===== src/rtl/ocp_cfg_pkg.sv =====
// package for the channel current-limit and inrush configuration register
// assumes a 100 MHz system clock and a decoded register access port
package ocp_cfg_pkg;

	// register map
	localparam logic [7:0] CH1_CURRENT_LIMIT_CONFIG_OFS = 8'h0F;
	localparam logic [15:0] CH1_CURRENT_LIMIT_CONFIG_RST = 16'h0088;

	// field positions
	localparam int PULSE_PEAK_LSB = 14;
	localparam int CHARGING_MODE_LSB = 12;
	localparam int WIRE_HEAT_EN_BIT = 11;
	localparam int PERIOD_LENGTH_LSB = 8;
	localparam int LIMIT_OR_RAMP_LSB = 4;
	localparam int STEADY_THRESHOLD_LSB = 0;

	// charging modes
	localparam logic [1:0] MODE_NONE = 2'h0;
	localparam logic [1:0] MODE_RAMP = 2'h1;
	localparam logic [1:0] MODE_REGULATE = 2'h2;
	localparam logic [1:0] MODE_PULSE = 2'h3;

	// highest supported threshold code
	localparam logic [3:0] THRESHOLD_CODE_MAX = 4'hC;
	// regulation limit divisor
	localparam logic [9:0] REGULATE_DIVISOR = 10'h005;

	// timing
	localparam int unsigned CLK_HZ = 100_000_000;
	localparam int unsigned MS_PER_S = 1000;
	localparam int unsigned CYCLES_PER_MS = CLK_HZ / MS_PER_S;

	typedef struct packed {
		logic [1:0] pulse_peak_threshold;
		logic [1:0] load_charging_mode;
		logic wire_heating_protect_enable;
		logic [2:0] startup_period_length;
		logic [3:0] startup_limit_or_ramp;
		logic [3:0] steady_overcurrent_threshold;
	} limit_cfg_t;

endpackage : ocp_cfg_pkg


===== src/rtl/channel_overcurrent_inrush_config.sv =====
// channel current-limit and inrush configuration register with inrush sequencing
// assumes inputs synchronous to i_clk_sys and a decoded serial register port
// What this block does
// - two-bit charging mode picks none, voltage ramp, current regulation or pulse method
// - during inrush with a charging mode, no pulse-width operation and no heat accumulation
// - pulse mode: two-bit field gives peak 47.5, 55, 62.5 or 70 A
// - heat protection enable may precede turn-on; accumulation waits for charging end
// - three-bit period field gives 0,2,4,6,10,20,50,100 ms of inrush
// - mode 0: inrush field is inrush threshold, same mapping as steady field
// - mode 2: regulation limit is steady mapping of inrush code divided by five
// - mode 1: inrush field is ramp rate, only nine codes supported
// - mode 3: inrush field passes on as pulse charging parameters
// - steady threshold codes 0 to C map 10 A to 70 A, rest unsupported
// - register resets to 0088h, both threshold fields at code 8
// - overcurrent trip latches fault, cleared by status read once overcurrent is gone; off with heat protection
`timescale 1ns/100ps
module channel_overcurrent_inrush_config #(
	parameter int unsigned P_CYCLES_PER_MS = ocp_cfg_pkg::CYCLES_PER_MS
) (
	// clock and reset
	input wire logic i_clk_sys,
	input wire logic i_resetn,
	// register port
	input wire logic i_reg_wr,
	input wire logic i_reg_rd,
	input wire logic [7:0] i_reg_addr,
	input wire logic [15:0] i_reg_wdata,
	output logic [15:0] o_reg_rdata,
	output logic o_reg_rvalid,
	// channel control and analog status
	input wire logic i_channel_on,
	input wire logic i_pwm_enable_req,
	input wire logic i_oc_trip,
	input wire logic i_oc_present,
	input wire logic i_status_read,
	// protection settings
	output logic o_inrush_active,
	output logic [1:0] o_charging_mode,
	output logic [9:0] o_ocp_threshold,
	output logic o_threshold_supported,
	output logic [9:0] o_regulation_limit,
	output logic [7:0] o_ramp_rate,
	output logic o_ramp_supported,
	output logic [3:0] o_pulse_params,
	output logic o_pwm_active,
	output logic o_wire_heat_accum,
	output logic o_oc_fault
);

	// refuse a rate whose 100 ms load would overflow the 32-bit timer
	if (P_CYCLES_PER_MS < 1 || P_CYCLES_PER_MS > 32'h0262_5A00) begin : cycles_range_g
		$error("P_CYCLES_PER_MS out of range");
	end

	typedef enum logic [1:0] {ST_IDLE, ST_INRUSH, ST_STEADY} inrush_state_t;

	// threshold in units of 100 mA
	function automatic logic [9:0] threshold_of(input logic [3:0] code);
		case (code)
			4'h0: threshold_of = 10'h064;
			4'h1: threshold_of = 10'h07D;
			4'h2: threshold_of = 10'h096;
			4'h3: threshold_of = 10'h0AF;
			4'h4: threshold_of = 10'h0C8;
			4'h5: threshold_of = 10'h0E1;
			4'h6: threshold_of = 10'h0FA;
			4'h7: threshold_of = 10'h145;
			4'h8: threshold_of = 10'h190;
			4'h9: threshold_of = 10'h1DB;
			4'hA: threshold_of = 10'h226;
			4'hB: threshold_of = 10'h271;
			4'hC: threshold_of = 10'h2BC;
			default: threshold_of = 10'h000;
		endcase
	endfunction : threshold_of

	// pulse peak in units of 100 mA
	function automatic logic [9:0] peak_of(input logic [1:0] code);
		case (code)
			2'h0: peak_of = 10'h1DB;
			2'h1: peak_of = 10'h226;
			2'h2: peak_of = 10'h271;
			default: peak_of = 10'h2BC;
		endcase
	endfunction : peak_of

	// ramp rate in units of 10 mV/ms, zero when unsupported
	function automatic logic [7:0] ramp_of(input logic [3:0] code);
		case (code)
			4'h3: ramp_of = 8'hDE;
			4'h5: ramp_of = 8'h64;
			4'h6: ramp_of = 8'h85;
			4'h7: ramp_of = 8'hA6;
			4'h9: ramp_of = 8'h43;
			4'hA: ramp_of = 8'h59;
			4'hB: ramp_of = 8'h6E;
			4'hC: ramp_of = 8'h21;
			4'hD: ramp_of = 8'h32;
			default: ramp_of = 8'h00;
		endcase
	endfunction : ramp_of

	function automatic logic [6:0] period_ms_of(input logic [2:0] code);
		case (code)
			3'h0: period_ms_of = 7'h00;
			3'h1: period_ms_of = 7'h02;
			3'h2: period_ms_of = 7'h04;
			3'h3: period_ms_of = 7'h06;
			3'h4: period_ms_of = 7'h0A;
			3'h5: period_ms_of = 7'h14;
			3'h6: period_ms_of = 7'h32;
			default: period_ms_of = 7'h64;
		endcase
	endfunction : period_ms_of

	ocp_cfg_pkg::limit_cfg_t cfg_reg;
	inrush_state_t state_reg;
	logic on_d_reg;
	logic [31:0] count_reg;
	logic turn_on;
	logic cfg_hit;
	logic [31:0] count_load;
	logic inrush;
	logic [9:0] threshold_next;

	assign turn_on = i_channel_on && !on_d_reg;
	assign cfg_hit = i_reg_addr == ocp_cfg_pkg::CH1_CURRENT_LIMIT_CONFIG_OFS;
	assign count_load = 32'(32'(period_ms_of(cfg_reg.startup_period_length)) * P_CYCLES_PER_MS
		- 32'h0000_0001);
	assign inrush = state_reg == ST_INRUSH;

	// configuration register
	always_ff @(posedge i_clk_sys or negedge i_resetn) begin
		if (!i_resetn) begin
			cfg_reg <= ocp_cfg_pkg::CH1_CURRENT_LIMIT_CONFIG_RST;
		end else if (i_reg_wr && cfg_hit) begin
			cfg_reg <= i_reg_wdata;
		end
	end

	// read port, unmapped addresses read zero
	always_ff @(posedge i_clk_sys or negedge i_resetn) begin
		if (!i_resetn) begin
			o_reg_rdata <= 16'h0000;
			o_reg_rvalid <= 1'b0;
		end else begin
			o_reg_rvalid <= i_reg_rd;
			if (i_reg_rd) begin
				o_reg_rdata <= cfg_hit ? cfg_reg : 16'h0000;
			end
		end
	end

	// inrush sequencing
	always_ff @(posedge i_clk_sys or negedge i_resetn) begin
		if (!i_resetn) begin
			state_reg <= ST_IDLE;
			on_d_reg <= 1'b0;
			count_reg <= 32'h0000_0000;
		end else begin
			on_d_reg <= i_channel_on;
			case (state_reg)
				ST_IDLE: begin
					if (turn_on) begin
						count_reg <= count_load;
						state_reg <= cfg_reg.startup_period_length == 3'h0 ? ST_STEADY : ST_INRUSH;
					end
				end
				ST_INRUSH: begin
					if (!i_channel_on) begin
						state_reg <= ST_IDLE;
					end else if (count_reg == 32'h0000_0000) begin
						state_reg <= ST_STEADY;
					end else begin
						count_reg <= count_reg - 32'h0000_0001;
					end
				end
				ST_STEADY: begin
					if (!i_channel_on) begin
						state_reg <= ST_IDLE;
					end
				end
				default: state_reg <= ST_IDLE;
			endcase
		end
	end

	// active overcurrent threshold
	always_comb begin
		threshold_next = threshold_of(cfg_reg.steady_overcurrent_threshold);
		case (cfg_reg.load_charging_mode)
			ocp_cfg_pkg::MODE_NONE: begin
				if (inrush) begin
					threshold_next = threshold_of(cfg_reg.startup_limit_or_ramp);
				end
			end
			ocp_cfg_pkg::MODE_PULSE: begin
				if (inrush) begin
					threshold_next = peak_of(cfg_reg.pulse_peak_threshold);
				end
			end
			default: begin
			end
		endcase
	end

	// protection setting outputs
	always_ff @(posedge i_clk_sys or negedge i_resetn) begin
		if (!i_resetn) begin
			o_inrush_active <= 1'b0;
			o_charging_mode <= 2'h0;
			o_ocp_threshold <= 10'h000;
			o_threshold_supported <= 1'b0;
			o_regulation_limit <= 10'h000;
			o_ramp_rate <= 8'h00;
			o_ramp_supported <= 1'b0;
			o_pulse_params <= 4'h0;
		end else begin
			o_inrush_active <= inrush;
			o_charging_mode <= cfg_reg.load_charging_mode;
			o_ocp_threshold <= threshold_next;
			o_threshold_supported <= threshold_next != 10'h000;
			o_regulation_limit <= cfg_reg.load_charging_mode == ocp_cfg_pkg::MODE_REGULATE ?
				10'(threshold_of(cfg_reg.startup_limit_or_ramp) / ocp_cfg_pkg::REGULATE_DIVISOR)
				: 10'h000;
			o_ramp_rate <= cfg_reg.load_charging_mode == ocp_cfg_pkg::MODE_RAMP ?
				ramp_of(cfg_reg.startup_limit_or_ramp) : 8'h00;
			o_ramp_supported <= ramp_of(cfg_reg.startup_limit_or_ramp) != 8'h00;
			o_pulse_params <= cfg_reg.load_charging_mode == ocp_cfg_pkg::MODE_PULSE ?
				cfg_reg.startup_limit_or_ramp : 4'h0;
		end
	end

	// pulse-width gating and heat accumulation
	always_ff @(posedge i_clk_sys or negedge i_resetn) begin
		if (!i_resetn) begin
			o_pwm_active <= 1'b0;
			o_wire_heat_accum <= 1'b0;
		end else begin
			o_pwm_active <= i_pwm_enable_req && i_channel_on
				&& cfg_reg.load_charging_mode == ocp_cfg_pkg::MODE_NONE;
			o_wire_heat_accum <= cfg_reg.wire_heating_protect_enable && i_channel_on
				&& (cfg_reg.load_charging_mode == ocp_cfg_pkg::MODE_NONE
				|| state_reg == ST_STEADY);
		end
	end

	// overcurrent fault flag, set wins over clear
	always_ff @(posedge i_clk_sys or negedge i_resetn) begin
		if (!i_resetn) begin
			o_oc_fault <= 1'b0;
		end else if (i_oc_trip && !cfg_reg.wire_heating_protect_enable) begin
			o_oc_fault <= 1'b1;
		end else if (i_status_read && !i_oc_present) begin
			o_oc_fault <= 1'b0;
		end
	end
endmodule : channel_overcurrent_inrush_config


===== config.mk =====
export PLATFORM = sky130hd
export DESIGN_NAME = channel_overcurrent_inrush_config
export DESIGN_NICKNAME = d
export VERILOG_FILES = /design/src/rtl/ocp_cfg_pkg.sv /design/src/rtl/channel_overcurrent_inrush_config.sv
export SDC_FILE = /design/constraint.sdc
export NUM_CORES = 1
export LEC_CHECK = 0
export BUFFER_PORTS_ARGS = -buffer_cell sky130_fd_sc_hd__buf_2
export CORE_ASPECT_RATIO = 1.75
export CORE_UTILIZATION = 45
export DETAILED_ROUTE_END_ITERATION = 10
export RECOVER_POWER = 50
export REMOVE_ABC_BUFFERS = 1
export SLEW_MARGIN = 25
export SYNTH_ARGS = -nofsm -noshare
export SYNTH_HDL_FRONTEND = slang
export SYNTH_SLANG_ARGS = --single-unit

===== constraint.sdc =====
create_clock -name i_clk_sys -period 6.9 [get_ports i_clk_sys]
set_input_delay 0.69 -clock i_clk_sys [delete_from_list [all_inputs] [get_ports i_clk_sys]]
set_output_delay 0.69 -clock i_clk_sys [all_outputs]
set_load 0.05 [all_outputs]

==> flow_metrics.tcl <==
set metrics [dict create \
    fin_crit_ns 5.68 \
    synth_top_cell_by_area "dfrtp_1" \
    synth.distinct_cells 81 \
    fin_util 0.513 \
    drive_gt1_frac 0.134 \
    synth_top_area_share 0.344 \
    initial_core_util 0.459 \
    timing.fmax_mhz 176 \
    finalClockSkew_ns 0.0103 \
    postCtsSetupBuffers 0 \
    hold_viol 0 \
    setup.worst_path.start_class "flop" \
    status "finished with violations" \
    power_density_nw_per_um2 199 \
    yosysMostFrequentCell "dfrtp_1" \
    crit_chain "nand2b_1 -> nor2_1 -> ha_1 -> inv_1 -> fa_1 -> fa_1 -> inv_1 -> ha_1 -> inv_1 -> fa_1 -> nor2b_1 -> o21a_1 -> o21ai_0 -> a21oi_1 -> a21o_1 -> nand3b_1 -> nand4b_1 -> nor4b_2 -> nand2b_1 -> o22a_1" \
    first_pass_iters 4 \
    hold_ws_ns 0.499 \
    rr_worst_depth 20 \
    tns_ns 0 \
    ys_ff_latch 106 \
    antenna_found_initial 0 \
    ys_seq_area_frac 0.351 \
    final_nets 1038 \
    crit_slowest_cell "nor4b_2" \
    crit_start "cfg_reg[8]$_DFFE_PN0P_" \
    die_w_um 99.9 \
    fp.dieArea_um2 17300 \
    clkLatencyLatePin_ns 0.35 \
    largest_register_ff_count 32 \
    max_cap_viol_count 2 \
    core_um2 16400 \
    cts_root_buffer "clkbuf_16" \
    worstReg2RegEnd "count_reg[26]$_DFFE_PN0P_" \
    tightest_slew_ns 1.72 \
    async_flop_share 1.00 \
    vdd_drop_max_mv 0.101 \
    via_per_inst 5.59 \
    diodes 0 \
    wl_um 20500 \
    postCtsHoldBufs 0 \
    cts_buffers 9 \
    wire_per_inst_um 17.7 \
    endpoint "count_reg[26]$_DFFE_PN0P_" \
    min_path_type "reg2reg" \
    violations "max-capacitance violations, max-slew violations" \
    timing.final.ws_setup_ns 1.22 \
    worstHoldStart "count_reg[27]$_DFFE_PN0P_" \
    drcViolationCount 0 \
    port_buffers 87 \
    required_ns 7.19 \
    finalSetupViolCount 0 \
    yosys_most_used_dff "dfrtp_1" \
    clk_path_buf_depth 2 \
    area_delta_synth_final_pct 11.7 \
    drt-initial-drc-count 325 \
    gp_congestion 0.931 \
    cts_resized 0 \
    cp_slowest_stage_delay_ns 0.64 \
    worst-setup-path-type "reg2reg" \
    yosys_warnings 0 \
    synth_area_per_cell_um2 8.67 \
    grt_pass1_vias 6510 \
    crit_arrival_ns 5.97 \
    die_y_um 173 \
    std_cell_rows 62 \
    top_level_ports 90 \
    drv_slew 72 \
    synth_area_leaders "dfrtp_1 34%, ha_1 11%, o21ai_0 5.5%, a21oi_1 4.6%, nand2_1 3.2%" \
    ant_nets 0 \
    grt_overflow 0 \
    clk_pin_slew_worst_paths_ns 0.08 \
    end_kind "flop" \
    synth_edf_count 0 \
    grt_first_pass_wirelength_um 33200 \
    r2r_setup_slack_ns 1.22 \
    critPathMaxFanout 11 \
    slew_headroom -0.143 \
    r2r_start "cfg_reg[8]$_DFFE_PN0P_" \
    power.leakage_nw 3.90 \
    min_period_over_period 0.823 \
    cts_tree "done" \
    htree_levels 3 \
    post-place-ws_ns 1.27 \
    grt_max_degree 76 \
    grt_use_total 0.248 \
    dp_hpwl_um 15600 \
    rsz0062_at_grt "false" \
    syn_inst 871 \
    vias 6500 \
    synth_commonest_cells "104 x dfrtp_1, 83 x o21ai_0, 70 x a21oi_1" \
    synthesis.area_um2 7550 \
    cts_num_sinks 106 \
]
==> area by class of cell <==
type / count / area, µm²
inverters: 63 / 236
multi-input cells: 659 / 4470
clock inverters: 5 / 72.6
fillers: 1643 / 8010
well taps: 224 / 280
clock buffers: 11 / 253
flip-flops and latches: 106 / 2660
repair buffers: 95 / 474
==> worst min path at each step <==
stage                     depth (start not counted)  slack, ns                   endpoint
after detailed placement                          2       0.49  count_reg[27]$_DFFE_PN0P_
after CTS                                         1       0.27   o_ramp_rate[1]$_DFF_PN0_
after floorplan                                   0       0.39     cfg_reg[0]$_DFFE_PN0P_
final                                             2       0.50  count_reg[27]$_DFFE_PN0P_
after global routing                              2       0.54  count_reg[27]$_DFFE_PN0P_
after global placement                            2       0.48  count_reg[27]$_DFFE_PN0P_
==> metal layers <==
metal	wire, µm	vias up	GRT usage
met5	0	-	0
met4	1070	0	0.138
met3	487	51	0.0254
met1	7460	3088	0.256
met2	11500	154	0.474
li1	-	3207	-
==> cells in the final DEF (no fill, tap or decap), types with 18 or more instances in the layout <==
cell type / n
o21ai_0: 83
inv_1: 62
ha_1: 66
nor2_1: 63
clkbuf_1: 18
a21oi_1: 70
nand2_1: 65
buf_2: 70
nand3_1: 30
mux2_2: 18
dfrtp_1: 104
==> logic make-up after synthesis <==
kind of cell | after synthesis | synth area share
DFF | 106 | 0.351
muxes | 30 | 0.0444
xor gates and xnor gates | 26 | 0.0301
adders and majority gates | 74 | 0.127
AOI/OAI and AO/OA | 241 | 0.194
and+or+nand+nor | 282 | 0.193
other | 2 | 0.000994
buffers and inverters | 110 | 0.0590
==> where the power goes <==
group	leakage [nW]	internal (mW)	total (mW)	switching, mW
registers	1.35	0.663	0.712	0.0489
logic	2.39	0.148	0.413	0.265
clock network	0.159	0.307	0.556	0.248
==> metrics by stage <==
step	instance area [µm²]	std cells	total power, mW
4_1_cts	8460	1163	1.70
3_3_place_gp	8140	1147	1.13
6_report	8440	1163	1.68
5_1_grt	8440	1163	1.77
2_1_floorplan	7360	828	1.00
3_5_place_dp	8140	1147	1.14
==> worst max-delay path, delay by kind of cell (launching register included) <==
| family | cells | cell delay, ns |
|---|---|---|
| AOI/OAI and AO/OA | 5 | 1.04 |
| buffers and inverters | 3 | 0.19 |
| adders and majority gates | 5 | 2.01 |
| DFF | 1 | 0.49 |
| and+or+nand+nor | 7 | 1.90 |
No activity file was read; power rests on OpenSTA's default activity.
